### src/bru_pkg.sv
/*
 * Shared constants and types of the branch instruction unit: opcode
 * encodings, operand field positions, cycle costs and the carriers that
 * travel between the unit and its neighbours.
 * Assumes nothing of its surroundings beyond a SystemVerilog compiler.
 */
package bru_pkg;

	// Opcode encodings of the handled branch forms.
	localparam logic [3:0] BRU_OP_SHORT_HI   = 4'h7;
	localparam logic [3:0] BRU_CC_LAST       = 4'hd;
	localparam logic [7:0] BRU_OP_FAR_DIRECT = 8'hea;
	localparam logic [7:0] BRU_OP_GROUP_FF   = 8'hff;

	// Condition codes held in the low opcode nibble of a short branch.
	localparam logic [3:0] BRU_CC_WRAP       = 4'h0;
	localparam logic [3:0] BRU_CC_NO_WRAP    = 4'h1;
	localparam logic [3:0] BRU_CC_CARRY      = 4'h2;
	localparam logic [3:0] BRU_CC_NO_CARRY   = 4'h3;
	localparam logic [3:0] BRU_CC_EQUAL      = 4'h4;
	localparam logic [3:0] BRU_CC_NOT_EQUAL  = 4'h5;
	localparam logic [3:0] BRU_CC_NOT_HIGHER = 4'h6;
	localparam logic [3:0] BRU_CC_HIGHER     = 4'h7;
	localparam logic [3:0] BRU_CC_NEGATIVE   = 4'h8;
	localparam logic [3:0] BRU_CC_POSITIVE   = 4'h9;
	localparam logic [3:0] BRU_CC_PAR_EVEN   = 4'ha;
	localparam logic [3:0] BRU_CC_PAR_ODD    = 4'hb;
	localparam logic [3:0] BRU_CC_LESS       = 4'hc;
	localparam logic [3:0] BRU_CC_GE_EQ      = 4'hd;

	// Operand byte field positions and values.
	localparam int         BRU_MOD_HI        = 7;
	localparam int         BRU_MOD_LO        = 6;
	localparam int         BRU_REG_HI        = 5;
	localparam int         BRU_REG_LO        = 3;
	localparam int         BRU_SIGN_BIT      = 7;
	localparam logic [1:0] BRU_MOD_REGISTER  = 2'h3;
	localparam logic [2:0] BRU_REG_NEAR_MEM  = 3'h4;
	localparam logic [2:0] BRU_REG_FAR_MEM   = 3'h5;

	// Costs in processor clock cycles.
	localparam int         BRU_COST_W        = 6;
	localparam logic [5:0] BRU_CYC_NEAR_MEM  = 6'h18;
	localparam logic [5:0] BRU_CYC_NEAR_FAST = 6'h14;
	localparam logic [5:0] BRU_CYC_FAR_DIR   = 6'h0f;
	localparam logic [5:0] BRU_CYC_FAR_MEM   = 6'h23;
	localparam logic [5:0] BRU_CYC_FAR_FAST  = 6'h1b;
	localparam logic [5:0] BRU_CYC_TAKEN     = 6'h0e;
	localparam logic [5:0] BRU_CYC_FALL      = 6'h04;
	localparam logic [5:0] BRU_CYC_NONE      = 6'h00;

	// Bus transfers, instruction lengths and the pointer word step.
	localparam logic [1:0] BRU_XFER_NONE     = 2'h0;
	localparam logic [1:0] BRU_XFER_ONE      = 2'h1;
	localparam logic [1:0] BRU_XFER_TWO      = 2'h2;
	localparam logic [2:0] BRU_LEN_SHORT     = 3'h2;
	localparam logic [2:0] BRU_LEN_FAR_DIR   = 3'h5;
	localparam logic [15:0] BRU_WORD_STEP    = 16'h0002;

	// Flag bits read from the processor flag register.
	typedef struct packed {
		logic signed_wrap_bit;
		logic carry_flag;
		logic equal_result_bit;
		logic negative_indicator;
		logic even_ones_bit;
	} bru_flags_s;

	// Instruction bytes one to five as fetched.
	typedef struct packed {
		logic [7:0] opcode;
		logic [7:0] byte2;
		logic [7:0] byte3;
		logic [7:0] byte4;
		logic [7:0] byte5;
	} bru_instr_s;

	// Outcome of one branch.
	typedef struct packed {
		logic [15:0] pc;
		logic [15:0] cs;
		logic [5:0]  cost;
		logic [1:0]  xfers;
		logic [2:0]  length;
		logic        taken;
	} bru_result_s;

	typedef enum logic [1:0] {
		BRU_IDLE,
		BRU_READ_LO,
		BRU_READ_HI,
		BRU_SETTLE
	} bru_state_e;

endpackage

### src/bru_cond_eval.sv
/*
 * Condition evaluator of the short conditional branches: maps the low
 * opcode nibble and the flag bits to a take decision.
 * Assumes flags stable in the cycle the decision is used; purely combinational.
 */
`timescale 1ns/1ps
module bru_cond_eval
	import bru_pkg::*;
(
	// Condition select
	input  wire logic [3:0]         code,
	// Flag register bits
	input  wire bru_pkg::bru_flags_s flags,
	// Decision
	output logic                    take
);

	// Each pair of codes is a condition and its inverse; flags are only read.
	always_comb
	begin
		take = 1'b0;
		case (code)
			BRU_CC_WRAP:       take = flags.signed_wrap_bit;
			BRU_CC_NO_WRAP:    take = ~flags.signed_wrap_bit;
			BRU_CC_CARRY:      take = flags.carry_flag;
			BRU_CC_NO_CARRY:   take = ~flags.carry_flag;
			BRU_CC_EQUAL:      take = flags.equal_result_bit;
			BRU_CC_NOT_EQUAL:  take = ~flags.equal_result_bit;
			BRU_CC_NOT_HIGHER: take = flags.carry_flag | flags.equal_result_bit;
			BRU_CC_HIGHER:     take = ~(flags.carry_flag | flags.equal_result_bit);
			BRU_CC_NEGATIVE:   take = flags.negative_indicator;
			BRU_CC_POSITIVE:   take = ~flags.negative_indicator;
			BRU_CC_PAR_EVEN:   take = flags.even_ones_bit;
			BRU_CC_PAR_ODD:    take = ~flags.even_ones_bit;
			BRU_CC_LESS:       take = flags.negative_indicator ^ flags.signed_wrap_bit;
			BRU_CC_GE_EQ:      take = ~(flags.negative_indicator ^ flags.signed_wrap_bit);
			default:           take = 1'b0;
		endcase
	end

endmodule

### src/bru_cycle_timer.sv
/*
 * Cycle cost timer: a divider makes the processor cycle enable from the
 * system clock, and a down counter spends the loaded number of those cycles.
 * Assumes load is a one-cycle pulse from logic on the same clock.
 */
`timescale 1ns/1ps
module bru_cycle_timer #(
	parameter int CNT_W = 6,
	parameter int DIV   = 1
)(
	// Clock and reset
	input  wire logic             clock,
	input  wire logic             rst,
	// Load of a new cost
	input  wire logic             load,
	input  wire logic [CNT_W-1:0] load_value,
	// Status
	output logic                  expired
);

	localparam int DIV_W = (DIV > 1) ? $clog2(DIV) : 1;
	localparam logic [DIV_W-1:0] DIV_LAST = DIV_W'(DIV - 1);

	logic [DIV_W-1:0] div_q;
	logic [DIV_W-1:0] div_d;
	logic [CNT_W-1:0] cnt_q;
	logic [CNT_W-1:0] cnt_d;
	logic             tick;

	// The divider restarts on load so every cost starts on a whole cycle.
	always_comb
	begin
		tick  = (div_q == DIV_LAST);
		div_d = tick ? '0 : div_q + 1'b1;
		cnt_d = cnt_q;
		if (load)
		begin
			div_d = '0;
			cnt_d = load_value;
		end
		else if (tick && (cnt_q != '0))
		begin
			cnt_d = cnt_q - 1'b1;
		end
	end

	always_ff @(posedge clock)
	begin
		if (rst)
		begin
			div_q <= '0;
			cnt_q <= '0;
		end
		else
		begin
			div_q <= div_d;
			cnt_q <= cnt_d;
		end
	end

	assign expired = (cnt_q == '0);

endmodule

### src/bru_branch_unit.sv
/*
 * Branch instruction unit: executes the memory, far and short conditional
 * branch forms, forms the new program counter and code segment, fetches
 * pointer words through the bus unit and spends each form's cycle cost.
 * Assumes the fetch path presents all instruction bytes, the effective
 * operand address and the program counter already past the instruction,
 * all on this clock; the bus unit answers each word with a one-cycle ack.
 */
// Function
// - Near memory jump loads PC from one word; 24 cycles, 20 wide-even.
// - Far direct jump takes PC from bytes two-three, segment from four-five; 15.
// - Far memory jump loads PC low word, segment high word; 35, 27 wide-even.
// - Short branch target is PC plus sign-extended offset byte; two bytes long.
// - Untaken short branch leaves PC at next instruction; no flags change.
// - Wrap branch taken when wrap bit is one; 14 taken, 4 not.
// - No-wrap branch taken when wrap bit is zero; 14 taken, 4 not.
// - Carry branch, opcode 72h, taken on carry one; 14 either way.
// - No-carry branch, opcode 73h, taken on carry zero; 14 either way.
// - Equal branch, opcode 74h, taken on equal bit one; 14 or 4.
// - Not-equal branch, opcode 75h, taken on equal bit zero; 14 or 4.
// - Not-higher branch taken when carry OR equal is one; 14 or 4.
// - Higher branch taken when carry OR equal is zero; 14 or 4.
// - Negative branch, opcode 78h, taken on negative one; 14 or 4.
// - Positive branch, opcode 79h, taken on negative zero; 14 or 4.
// - Parity-even branch taken when even-ones bit is one; 14 or 4.
// - Parity-odd branch taken when even-ones bit is zero; 14 or 4.
// - Signed-less branch taken when negative XOR wrap is one; 14 or 4.
// - Signed greater-equal taken when negative XOR wrap is zero, else falls through.
// - Signed greater-equal costs 14 taken, 4 not, with no bus transfer.

`timescale 1ns/1ps
module bru_branch_unit
	import bru_pkg::*;
#(
	parameter int CPU_DIV = 1
)(
	// Clock and reset
	input  wire logic                 clock,
	input  wire logic                 rst,
	// Branch request from the fetch path
	input  wire logic                 start,
	input  wire bru_pkg::bru_instr_s  instr,
	input  wire logic [15:0]          pc_next,
	input  wire logic [15:0]          cs_cur,
	input  wire logic [15:0]          operand_addr,
	input  wire logic                 wide_bus,
	// Flag register
	input  wire bru_pkg::bru_flags_s  flags,
	// Bus unit word reads
	output logic                      mem_req,
	output logic [15:0]               mem_addr,
	input  wire logic [15:0]          mem_rdata,
	input  wire logic                 mem_ack,
	// Outcome
	output logic                      busy,
	output logic                      done,
	output logic                      illegal,
	output bru_pkg::bru_result_s      result
);

	import bru_pkg::*;

	// Decoded view of the presented instruction.
	logic [1:0]        mod_f;
	logic [2:0]        reg_f;
	logic              is_short;
	logic              is_far_dir;
	logic              is_near_mem;
	logic              is_far_mem;
	logic              even_fast;
	logic              cond_take;
	logic [15:0]       short_target;

	// State of the sequence and its registered outputs.
	bru_state_e        state_q;
	bru_state_e        state_d;
	logic              far_q;
	logic              far_d;
	logic              busy_q;
	logic              busy_d;
	logic              done_q;
	logic              done_d;
	logic              illegal_q;
	logic              illegal_d;
	logic              mem_req_q;
	logic              mem_req_d;
	logic [15:0]       mem_addr_q;
	logic [15:0]       mem_addr_d;
	bru_result_s       result_q;
	bru_result_s       result_d;

	// Timer control.
	logic              timer_load;
	logic [5:0]        timer_value;
	logic              timer_expired;

	// Field extraction and form decode; the register forms are not handled.
	assign mod_f       = instr.byte2[BRU_MOD_HI:BRU_MOD_LO];
	assign reg_f       = instr.byte2[BRU_REG_HI:BRU_REG_LO];
	assign is_short    = (instr.opcode[7:4] == BRU_OP_SHORT_HI)
	                   && (instr.opcode[3:0] <= BRU_CC_LAST);
	assign is_far_dir  = (instr.opcode == BRU_OP_FAR_DIRECT);
	assign is_near_mem = (instr.opcode == BRU_OP_GROUP_FF)
	                   && (mod_f != BRU_MOD_REGISTER) && (reg_f == BRU_REG_NEAR_MEM);
	assign is_far_mem  = (instr.opcode == BRU_OP_GROUP_FF)
	                   && (mod_f != BRU_MOD_REGISTER) && (reg_f == BRU_REG_FAR_MEM);

	// The faster pointer costs apply only to a wide bus at an even address.
	assign even_fast   = wide_bus && ~operand_addr[0];

	// Sign extension keeps the target within the segment, wrapping at 64K.
	assign short_target = pc_next
	                    + {{8{instr.byte2[BRU_SIGN_BIT]}}, instr.byte2};

	// Condition decision on the flags sampled in the start cycle.
	bru_cond_eval u_cond (
		.code  (instr.opcode[3:0]),
		.flags (flags),
		.take  (cond_take)
	);

	// Cost spent in processor cycles derived from the system clock.
	bru_cycle_timer #(
		.CNT_W (BRU_COST_W),
		.DIV   (CPU_DIV)
	) u_timer (
		.clock      (clock),
		.rst        (rst),
		.load       (timer_load),
		.load_value (timer_value),
		.expired    (timer_expired)
	);

	// Cost of the presented form, chosen before the sequence starts.
	always_comb
	begin
		timer_value = BRU_CYC_NONE;
		if (is_short)
		begin
			if (instr.opcode[3:0] == BRU_CC_CARRY || instr.opcode[3:0] == BRU_CC_NO_CARRY)
				timer_value = BRU_CYC_TAKEN;
			else
				timer_value = cond_take ? BRU_CYC_TAKEN : BRU_CYC_FALL;
		end
		else if (is_far_dir)
			timer_value = BRU_CYC_FAR_DIR;
		else if (is_near_mem)
			timer_value = even_fast ? BRU_CYC_NEAR_FAST : BRU_CYC_NEAR_MEM;
		else if (is_far_mem)
			timer_value = even_fast ? BRU_CYC_FAR_FAST : BRU_CYC_FAR_MEM;
	end

	// Sequence: accept, fetch pointer words, then wait out the cost.
	// A request during busy is ignored, since the fetch path stalls on busy.
	always_comb
	begin
		state_d    = state_q;
		far_d      = far_q;
		busy_d     = busy_q;
		done_d     = 1'b0;
		illegal_d  = 1'b0;
		mem_req_d  = mem_req_q;
		mem_addr_d = mem_addr_q;
		result_d   = result_q;
		timer_load = 1'b0;
		case (state_q)
			BRU_IDLE:
			begin
				if (start)
				begin
					result_d.pc     = pc_next;
					result_d.cs     = cs_cur;
					result_d.cost   = timer_value;
					result_d.xfers  = BRU_XFER_NONE;
					result_d.length = BRU_LEN_SHORT;
					result_d.taken  = 1'b0;
					if (is_short)
					begin
						// Untaken keeps the next-instruction PC; flags are never written.
						result_d.pc    = cond_take ? short_target : pc_next;
						result_d.taken = cond_take;
						timer_load     = 1'b1;
						busy_d         = 1'b1;
						state_d        = BRU_SETTLE;
					end
					else if (is_far_dir)
					begin
						result_d.pc     = {instr.byte3, instr.byte2};
						result_d.cs     = {instr.byte5, instr.byte4};
						result_d.length = BRU_LEN_FAR_DIR;
						result_d.taken  = 1'b1;
						timer_load      = 1'b1;
						busy_d          = 1'b1;
						state_d         = BRU_SETTLE;
					end
					else if (is_near_mem || is_far_mem)
					begin
						result_d.xfers = is_far_mem ? BRU_XFER_TWO : BRU_XFER_ONE;
						result_d.taken = 1'b1;
						far_d          = is_far_mem;
						mem_req_d      = 1'b1;
						mem_addr_d     = operand_addr;
						timer_load     = 1'b1;
						busy_d         = 1'b1;
						state_d        = BRU_READ_LO;
					end
					else
					begin
						// Unhandled forms answer at once and leave PC and segment alone.
						result_d.cost = BRU_CYC_NONE;
						done_d        = 1'b1;
						illegal_d     = 1'b1;
					end
				end
			end
			BRU_READ_LO:
			begin
				if (mem_ack)
				begin
					result_d.pc = mem_rdata;
					if (far_q)
					begin
						mem_addr_d = mem_addr_q + BRU_WORD_STEP;
						state_d    = BRU_READ_HI;
					end
					else
					begin
						mem_req_d = 1'b0;
						state_d   = BRU_SETTLE;
					end
				end
			end
			BRU_READ_HI:
			begin
				if (mem_ack)
				begin
					result_d.cs = mem_rdata;
					mem_req_d   = 1'b0;
					state_d     = BRU_SETTLE;
				end
			end
			BRU_SETTLE:
			begin
				// A slow bus can outlast the cost; then the end follows the last word.
				if (timer_expired)
				begin
					done_d  = 1'b1;
					busy_d  = 1'b0;
					state_d = BRU_IDLE;
				end
			end
			default:
			begin
				state_d   = BRU_IDLE;
				busy_d    = 1'b0;
				mem_req_d = 1'b0;
			end
		endcase
	end

	// Registers of the sequence.
	always_ff @(posedge clock)
	begin
		if (rst)
		begin
			state_q    <= BRU_IDLE;
			far_q      <= 1'b0;
			busy_q     <= 1'b0;
			done_q     <= 1'b0;
			illegal_q  <= 1'b0;
			mem_req_q  <= 1'b0;
			mem_addr_q <= 16'h0000;
			result_q   <= '0;
		end
		else
		begin
			state_q    <= state_d;
			far_q      <= far_d;
			busy_q     <= busy_d;
			done_q     <= done_d;
			illegal_q  <= illegal_d;
			mem_req_q  <= mem_req_d;
			mem_addr_q <= mem_addr_d;
			result_q   <= result_d;
		end
	end

	// Every output is a register.
	assign busy     = busy_q;
	assign done     = done_q;
	assign illegal  = illegal_q;
	assign mem_req  = mem_req_q;
	assign mem_addr = mem_addr_q;
	assign result   = result_q;

endmodule

### config.mk
export PLATFORM = sky130hd
export DESIGN_NAME = bru_branch_unit
export DESIGN_NICKNAME = d
export VERILOG_FILES = /design/src/bru_pkg.sv /design/src/bru_cond_eval.sv /design/src/bru_cycle_timer.sv /design/src/bru_branch_unit.sv
export SDC_FILE = /design/constraint.sdc
export NUM_CORES = 1
export LEC_CHECK = 0
export BUFFER_PORTS_ARGS = -buffer_cell sky130_fd_sc_hd__buf_2
export CORE_MARGIN = 3
export CORE_UTILIZATION = 51
export CTS_BUF_LIST = sky130_fd_sc_hd__clkbuf_16
export CTS_CLUSTER_SIZE = 30
export DETAILED_ROUTE_END_ITERATION = 10
export GPL_ROUTABILITY_DRIVEN = 0
export PLACE_DENSITY = 0.81
export SYNTH_ARGS = -nofsm -noshare
export SYNTH_HDL_FRONTEND = slang
export SYNTH_SLANG_ARGS = --single-unit
### constraint.sdc
create_clock -name clock -period 2.5 [get_ports clock]
set_input_delay 0.25 -clock clock [delete_from_list [all_inputs] [get_ports clock]]
set_output_delay 0.25 -clock clock [all_outputs]
set_load 0.005 [all_outputs]
; Yosys cells after proc, flatten, opt, wreduce, memory -nomap -nowiden
; Index checks and enable logic that the tools add are counted.
[totals]
word_cells = 158
register_bits = 74
[op_classes]
n_lt_le_gt_ge = 1
mux = 65
n_eq_ne = 32
n_reduce_logical = 27
add_sub_neg = 4
bitwise = 14
[op_table]
columns = op, count
row1 = 16-bit two-way mux, 9
row2 = 16-bit one-hot mux with 2 select lines, 3
row3 = 6-bit two-way mux, 8
row4 = 44-bit two-way mux, 1
row5 = 32-bit two-way mux, 1
row6 = 27-bit two-way mux, 1
row7 = 4-bit equality test (second input constant), 6
row8 = 1-bit two-way mux, 23
row9 = 4-bit by 3-bit equality test with 1-bit output (second input constant), 5
row10 = 2-bit inequality test (second input constant), 10
row11 = 2-bit two-way mux, 9
row12 = 16-bit adder, 1
row13 = 16-bit by 2-bit adder with 16-bit output (second input constant), 1
row14 = 8-bit equality test (second input constant), 2
row15 = 1-bit one-hot mux with 14 select lines, 1
row16 = 4-bit two-way mux, 3
row17 = 1-bit inverter, 12
row18 = 5-bit AND reduction, 2
row19 = 4-bit by 2-bit equality test with 1-bit output (second input constant), 2
row20 = 8-bit two-way mux, 1
row21 = 2-bit one-hot mux with 4 select lines, 1
row22 = 8-bit AND reduction, 1
row23 = 2-bit nonzero test, 4
row24 = 7-bit AND reduction, 1
row25 = other kinds (25), 35

; Logic depth before layout (Yosys ltp)
; Gate-level depths: netlist of the first run.
[logic_depth]
depth_word = 12
mapped_depth = 11
depth_no_buf = 10

; By module
; From an unflattened synthesis of the first run, not the netlist that was laid out.
[hier_totals]
cells_unflattened = 676
hier_area_um2 = 5171.2
[by_module_without_submodules]
columns = mod, seq_area_each_um2, area_per_inst_um2, n_inst, cells_each
row1 = bru_branch_unit, 1321.3, 4645.7, 1, 613
row2 = bru_cycle_timer, 140.1, 439.2, 1, 53
row3 = bru_cond_eval, 0.0, 86.3, 1, 10

; Worst setup path before layout of the first run
; No wires, ideal clock.
[synth_path]
path_kind = input to register
from = in instr[24] (netlist bit)
to = reg result_q, in the netlist result[42]
slack_ns = 0.309
path_stages = 10
arrival_time_ns = 2.100
path_buffers = 0
required_time_ns = 2.409
setup_time_ns = 0.091
path_cell_list = ha_1 > inv_1 > fa_1 > nor2b_1 > o2111ai_1 > nor3b_1 > o31a_1 > o31ai_1 > xnor2_1 > a311oi_1
[synth_between]
elab_chain_cells = 5
[synth_rtl]
columns = item, line
row1 = "start, declared", bru_branch_unit.sv:42  ; input wire bru_pkg::bru_instr_s instr,
row2 = 16-bit adder, bru_branch_unit.sv:113  ; + {{8{instr.byte2[BRU_SIGN_BIT]}}, instr.byte2};
row3 = 16-bit two-way mux, bru_branch_unit.sv:180  ; result_d.pc = cond_take ? short_target : pc_next;
row4 = 16-bit two-way mux, bru_branch_unit.sv:177  ; if (is_short)
row5 = 44-bit two-way mux, bru_branch_unit.sv:169  ; if (start)
row6 = 16-bit one-hot mux with 2 select lines, bru_branch_unit.sv:166  ; case (state_q)
row7 = "end signal, assigned", bru_branch_unit.sv:284  ; result_q <= result_d;
row8 = "end, declared", bru_branch_unit.sv:89  ; bru_result_s result_q;
; Every way passes these cells. The select of a mux whose other input is x is not followed.
; A chain may end at the register's enable or synchronous reset.

; Worst setup path in the final report of the first run
[layout_path]
from = reg state_q[0]
to = reg mem_addr_q[1] (netlist: mem_addr[1])
[layout_between]
elab_chain_cells = 3
[layout_rtl]
columns = item, line
row1 = "start, declared", bru_branch_unit.sv:75  ; bru_state_e state_q;
row2 = "start signal, assigned", bru_branch_unit.sv:277  ; state_q <= state_d;
row3 = 2-bit by 1-bit equality test with 1-bit output or 2-bit zero test (tied branches), bru_branch_unit.sv:166
row4 = 2-bit inequality test (no line) or 2-bit nonzero test (tied branches), -
row5 = 7-bit AND reduction (no line), -
row6 = "end signal, assigned", bru_branch_unit.sv:283  ; mem_addr_q <= mem_addr_d;
row7 = "end, declared", bru_branch_unit.sv:87  ; logic [15:0] mem_addr_q;
; Parallel ways exist; a longest one is shown, timed or not.

==> results of run 1 <==
[cell usage after synthesis, types with 4 or more instances]
cell type,number
nor3b_1,5
nor2b_1,5
mux2i_1,6
o31ai_1,8
nor2_1,71
nand2b_1,8
ha_1,22
clkbuf_1,32
a211oi_1,35
o21ai_0,26
nand4_1,8
inv_1,17
xnor2_1,14
o221ai_1,7
nor3_1,10
dfxtp_1,73
a221oi_1,5
nand3b_1,4
o22ai_1,13
a21oi_1,58
nand3_1,15
a311oi_1,5
o21ai_1,9
a22oi_1,22
buf_2,7
nand2_1,108
and3_1,10
a21o_1,5
[sequential cells by signal, indices dropped and copies added, names as in the netlist]
signal	cells
busy	1
done	1
far_q	1
illegal	1
mem_addr	16
mem_req	1
result	43
state_q	2
u_timer.cnt_q	6
u_timer.div_q	1
[worst paths after layout]
| path | startpoint | to | cells after the start | slack, ps |
|---|---|---|---|---|
| setup reg to reg | state_q[0] | mem_addr[1] | 9 | 200 |
| setup / recovery | state_q[0] | mem_addr[1] | 9 | 200 |
| hold / removal | pc_next[6] | result[34] | 3 | 190 |
| hold reg to reg | result[5] | result[5] | 2 | 450 |
[worst max-delay path, stage by stage, from the launching register on]
cell	delay, ps
dfxtp_1	370
inv_1	110
ha_1	290
nand2b_1	120
o21ai_1	110
or2_2	360
a211oi_2	240
buf_6	260
a21oi_1	100
a311oi_1	260
[power groups by stage]
stage | clock [mW] | sequential (mW) | combinational (mW)
global placement | 0 | 1.40 | 1.11
CTS | 1.50 | 1.39 | 1.16
finish | 1.49 | 1.39 | 1.18
floorplan | 0 | 1.40 | 0.739
detailed placement | 0 | 1.41 | 1.15
global route | 1.56 | 1.40 | 1.31
[metrics by stage]
stage	utilization, %	setup slack [ps]	total power [mW]	instance area (um2)	cells
after floorplan	-	308.9	2.135	5046	675
after CTS	68.72	172.1	4.043	6470	981
final	68.78	200.1	4.059	6476	982
after detailed placement	65.08	64.61	2.560	6127	965
after global placement	65.08	123.0	2.510	6127	965
after global routing	68.78	5.455	4.276	6476	982
[routing by layer]
layer  vias to the layer above  global-route usage [%]  routed length (um)
met1                      2714                   38.86                6807
met2                       339                   47.63                7701
li1                       2824                       -                   -
met5                         -                       0                   0
met3                        50                   5.695                1831
met4                         0                   10.97                 426
[cells in the final DEF (no fill, tap or decap), drive strengths merged, types with 5 or more instances in the layout]
| cell type | synthesis | routed |
|---|---|---|
| a211oi | 36 | 36 |
| a21o | 5 | 5 |
| a21oi | 58 | 58 |
| a221oi | 6 | 6 |
| a22oi | 22 | 22 |
| a311oi | 6 | 6 |
| and3 | 10 | 10 |
| buf | 11 | 204 |
| clkbuf | 32 | 9 |
| dfxtp | 73 | 73 |
| ha | 22 | 22 |
| inv | 18 | 20 |
| mux2i | 6 | 6 |
| nand2 | 108 | 108 |
| nand2b | 9 | 9 |
| nand3 | 16 | 16 |
| nand4 | 8 | 8 |
| nor2 | 72 | 72 |
| nor2b | 5 | 5 |
| nor3 | 12 | 12 |
| nor3b | 5 | 5 |
| o21ai | 35 | 35 |
| o221ai | 7 | 7 |
| o22ai | 13 | 13 |
| o31ai | 9 | 9 |
| xnor2 | 14 | 14 |
[cell type report]
type                    count  area, um2  area share, %
clock inverters             7      117.6          1.816
diodes                      1      2.502        0.03864
well taps                 129      161.4          2.492
multi-input cells         541       3336          51.51
inverters                  18      67.56          1.043
flip-flops and latches     73       1461          22.57
repair buffers            204       1105          17.06
clock buffers               9      225.2          3.478
[cells by family (layout without fill, tap and decap cells)]
family                   Yosys count  after routing
flip-flops                        73             73
AND/OR/NAND/NOR                  264            264
multiplexers                       6              6
buffers and inverters             61            238
AO/OA/AOI/OAI                    229            229
XOR/XNOR                          18             18
other                              1              2
adder cells (fa/ha/maj)           23             23
==> results by group, run 1 <==
Power and ir drop
  – Sw frac: a little under a third
  – Combinational share of power: between 20 and 30%
  – Total net switching power: 1.275 mW
  – Flop pwr share: 34.3%
  – Internal Pwr Total: ~2.8 mW
  – Clk network pwr share: 36.6%
  – Pwr/cell area: 626.8 nW/um2
  – Leak: 2.886 nW
  – Max rail drop VDD: about 330 uV

STA
  – Worst hold slack: 185.3 ps
  – Fin. max-slew vios: 0
  – Pin slew with the least headroom to its limit: a little over 500 ps
  – Final period utilization: between 90% and 100%
  – RSZ-0062 raised after global routing: no
  – TNS Setup: 0 ps
  – Worst Skew: about 8.5 ps
  – Fin. Hold Viols: 0
  – Max_slew headroom: approximately 65%
  – Fmax: 0.4348 GHz
  – Minimum clock period: 2300 ps
  – Final Setup Violations: 0

Clocking
  – Htree depth: 3
  – Post_cts resized: 0
  – Worst-Skew Late Latency: 330 ps
  – CTS tree: yes
  – Clock sink count: 73
  – Clock buffer count from CTS: 9
  – Setup bufs post-CTS: 0
  – Post-cts hold buffer count: 0
  – Clk pin slew, worst setup/hold paths: about 60 ps
  – Root buf cell: clkbuf_16
  – CTS Buffer Depth: 2

GRT
  – Initial antenna violation count: 1
  – Vias in the first global route: about 5.6k
  – Global Route Usage Sum: between 20% and 30%
  – First-pass GRT wire length: approximately 27 mm
  – Largest net degree at the start of global routing: between 40 and 50
  – Grt ovf: 0

Logic synthesis
  – Largest family of logic cells by synthesized area: compound AO/OA/AOI/OAI gates
  – Compound-Gate Fraction of Synth Area: between 30% and 40%
  – Post-synthesis sequential area ratio: 28.96%
  – Synth area leader: dfxtp_1
  – Synth top area cells: dfxtp_1, nand2_1, a21oi_1
  – EDFF count, synth: 0
  – Ys async rst share: 0%
  – Post-Syn Area: roughly 5000 um2
  – Post-synthesis average cell area: between 7 and 8 um2
  – Adder-Cell Fraction of Synth Area: 5.852%
  – Synth Register Bits: between 70 and 80
  – Ys Warns: 0
  – Syn_nets: between 800 and 900
  – Post-synth top area share: between 20 and 30%
  – Post-synthesis mux area share: roughly 1.2%
  – Main flop type after synthesis: dfxtp_1
  – Synth Instances: 675
  – Synth Area in XOR/XNOR: 3.273%
  – Synth Area in Simple Gates: 24.52%
  – Synth cell types: between 70 and 80

Setup path
  – Crit Path Class: flop to flop
  – Max FO, Critical Path: 30
  – CP Launch Type: flop
  – Arrival @ worst endpoint: between 2000 and 3000 ps
  – Worst EP required: approximately 2700 ps
  – Crit end category: flop

Cells and area
  – Area growth syn-to-layout: 28.34%
  – Total Nets Final: around 1000
  – Layout cell share with drive strength beyond 1: roughly 28%
  – Fillers: approximately 820

Job
  – Max-cap violations: 0

Floorplanning
  – Die width: about 110 um
  – FP Rows: 35
  – I/O Pins: 178
  – Initial Utilization: a little over half
  – CORE AREA: roughly 9400 um2
  – Die Area: around 11000 um2
  – Die Height: ~110 um

Placement
  – Placed wire-length estimate: between 10 and 15 mm
  – IO buf count: ~180

Routing
  – Via-per-instance ratio: roughly 6.0
  – Initial detailed-routing violation count: around 480
  – Per-cell routed wire length: roughly 17 um
  – DRC Markers: 0
  – Routed wire length: between 15 and 20 mm
  – First-pass iteration count of the detailed router: 6
  – DRT antenna net count: 0
  – Vias: 5927

Outcome
  – Outcome: finished, final reports clean

Worst hold path
  – Hold Crit Class: input pin to flop
No activity file was read; power rests on OpenSTA's default activity.
==> inputs of run 2 (changes only) <==
--- a/config.mk
+++ b/config.mk
@@ -6,13 +6,14 @@
 export NUM_CORES = 1
 export LEC_CHECK = 0
 export BUFFER_PORTS_ARGS = -buffer_cell sky130_fd_sc_hd__buf_2
+export CAP_MARGIN = 20
 export CORE_MARGIN = 3
-export CORE_UTILIZATION = 51
-export CTS_BUF_LIST = sky130_fd_sc_hd__clkbuf_16
+export CORE_UTILIZATION = 52
+export CTS_BUF_LIST = sky130_fd_sc_hd__clkbuf_4
 export CTS_CLUSTER_SIZE = 30
 export DETAILED_ROUTE_END_ITERATION = 10
 export GPL_ROUTABILITY_DRIVEN = 0
-export PLACE_DENSITY = 0.81
+export PLACE_DENSITY = 0.83
 export SYNTH_ARGS = -nofsm -noshare
 export SYNTH_HDL_FRONTEND = slang
 export SYNTH_SLANG_ARGS = --single-unit
==> results by group, run 2 (synthesis gave the netlist of run 1 again) <==
Clocking
  – Clock buffer count from CTS: 9 (unchanged)
  – Clock sink count: 73 (unchanged)
  – Htree depth: 3 (unchanged)
  – Setup bufs post-CTS: 0 (unchanged)
  – CTS tree: yes
  – Clk pin slew, worst setup/hold paths: 140 ps (+80 ps)
  – Worst-Skew Late Latency: 420 ps (+90 ps)
  – Root buf cell: clkbuf_4
  – CTS Buffer Depth: 2 (unchanged)

GRT
  – Initial antenna violation count: 1 (unchanged)
  – Vias in the first global route: 5511 (-0.79%)
  – Largest net degree at the start of global routing: 48 (+14%)
  – Grt ovf: 0 (unchanged)
  – First-pass GRT wire length: 26.21 mm (-2.8%)
  – Global Route Usage Sum: 28.87% (-0.58 points)

Routing
  – Via-per-instance ratio: 5.966 (-1.1%)
  – DRC Markers: 0 (unchanged)
  – Per-cell routed wire length: 16.21 um (-5.0%)
  – Initial detailed-routing violation count: 390 (-19%)
  – Vias: 5841 (-1.5%)
  – First-pass iteration count of the detailed router: 7 (+1)
  – Routed wire length: 15.87 mm (-5.3%)
  – DRT antenna net count: 0 (unchanged)

Floorplanning
  – FP Rows: 35 (unchanged)
  – Initial Utilization: 54.10% (+0.50 points)
  – Die Height: 104.5 um (-0.91%)
  – I/O Pins: 178 (unchanged)
  – Die width: 104.5 um (-0.91%)
  – CORE AREA: 9328 um2 (-0.93%)
  – Die Area: 10920 um2 (-1.8%)

Power and ir drop
  – Clk network pwr share: 20.1% (-16 points)
  – Tot Pwr: 3.203 mW (-21%)
  – Combinational share of power: 36.7% (+7.6 points)
  – Leak: 2.774 nW (-3.9%)
  – Sw frac: 37.34% (+5.9 points)
  – Internal Pwr Total: 2.007 mW (-28%)
  – Max rail drop VDD: 252.8 uV (-23%)
  – Total net switching power: 1.196 mW (-6.2%)
  – Flop pwr share: 43.2% (+8.9 points)
  – Pwr/cell area: 513.9 nW/um2 (-18%)

Cells and area
  – Layout Cells excl Fill: 979 (-0.31%)
  – Post-route cell area: 6233 um2 (-3.7%)
  – Most frequent cells in the layout: buf_2, nand2_1, dfxtp_1, nor2_1, a21oi_1
  – Commonest non-fill, non-tap cell in the layout: buf_2
  – Final core occ: 66.83% (-2.0 points)
  – Total Nets Final: 981 (-0.30%)
  – Number of flip-flops in the largest register: 43 (unchanged)
  – Layout cell share with drive strength beyond 1: 27.92% (-0.25 points)
  – Area growth syn-to-layout: 23.53%

STA
  – Minimum clock period: 2312 ps (+11.92 ps)
  – Final Setup Violations: 0 (unchanged)
  – RSZ-0062 raised after global routing: no
  – Fin. max-slew vios: 0 (unchanged)
  – Worst Skew: 27.64 ps (+19.17 ps)
  – Fmax: 0.4326 GHz (-0.52%)
  – Final worst slack: 188.2 ps (-11.92 ps)
  – Worst hold slack: 89.57 ps (-95.70 ps)
  – Final period utilization: 92.47% (+0.48 points)
  – TNS Setup: 0 ps (unchanged)
  – Fin. Hold Viols: 0 (unchanged)

Setup path
  – Slowest CP cell: dfxtp_1
  – CP Launch Type: flop
  – Max FO, Critical Path: 10 (-67%)
  – Crit end category: flop
  – Arrival @ worst endpoint: 2620 ps (+80 ps)
  – Max incr delay on CP: 350 ps (-20 ps)
  – CP cell instances: inv_1 -> ha_1 -> buf_4 -> nand2_1 -> nor2_1 -> nand3_1 -> o31ai_1 -> a21oi_1 -> a211oi_1
  – Worst EP required: 2810 ps (+70 ps)
  – Crit Path Class: flop to flop

Placement
  – Placed inst area: 6112 um2 (-0.25%)
  – Placed wire-length estimate: 12.36 mm (-4.8%)
  – Place WS: 4.745 ps (-59.87 ps)
  – IO buf count: 177 (unchanged)
  – Inst Count DP: 962 (-0.31%)

Outcome
  – Outcome: finished, final reports clean

Job
  – Max-cap violations: 0 (unchanged)

Worst hold path
  – Hold Crit Class: input pin to flop
==> run 2: changes by cell type in the layout (fill, tap and decap cells not counted), sizes merged <==
cell,before,now
clkinv,0,4
clkinvlp,2,1
bufinv,3,0
buf,204,201
==> run 2: worst max-delay path: cells and delay by family (launching register included) <==
| kind | cells | cell delay [ps] |
|---|---|---|
| DFF | 1 | 350 |
| adders and majority gates | 1 | 270 |
| buffers and inverters | 2 | 340 |
| AOI/OAI and AO/OA | 3 | 610 |
| and+or+nand+nor | 3 | 620 |
==> run 2: area by class of cell <==
cell class                 instances  area (um2)
antenna                            1       2.502
clock buffer                       9       67.56
clock inverter                     7       43.79
fill                             822        3094
inverter                          18       67.56
multi-input combinational        541        3343
sequential                        73        1461
tap                              129       161.4
timing repair buffer             201        1086
==> run 2: power by group through the flow <==
stage               sequential [mW]  combinational [mW]  clock (mW)
floorplan                      1.40               0.739           0
global route                   1.40                1.31       0.718
CTS                            1.38                1.16       0.666
detailed placement             1.41                1.15           0
finish                         1.38                1.18       0.645
global placement               1.40                1.10           0
==> run 2: routing by layer <==
layer / track usage, % / vias to the layer above / part of all wire (%)
met2: 48.06 / 293 / 47
met3: 5.152 / 40 / 8.6
met1: 37.61 / 2688 / 42
met5: 0 / - / 0
li1: - / 2820 / -
met4: 9.782 / 0 / 2.5
==> run 2: path summary, 6_finish.rpt <==
| kind | from | end | slack [ps] | depth (start not counted) |
|---|---|---|---|---|
| worst max register to register | state_q[0] | u_timer.cnt_q[5] | 190 | 9 |
| worst min-delay path | pc_next[0] | result[28] | 90 | 3 |
| worst max-delay path | state_q[0] | u_timer.cnt_q[5] | 190 | 9 |
| worst min register to register | result[8] | result[8] | 470 | 2 |
==> run 2: timing repair <==
action                     4_1_cts  5_1_grt
hold buffers                     0        0
resized for setup                0        2
setup endpoints to repair        0        3
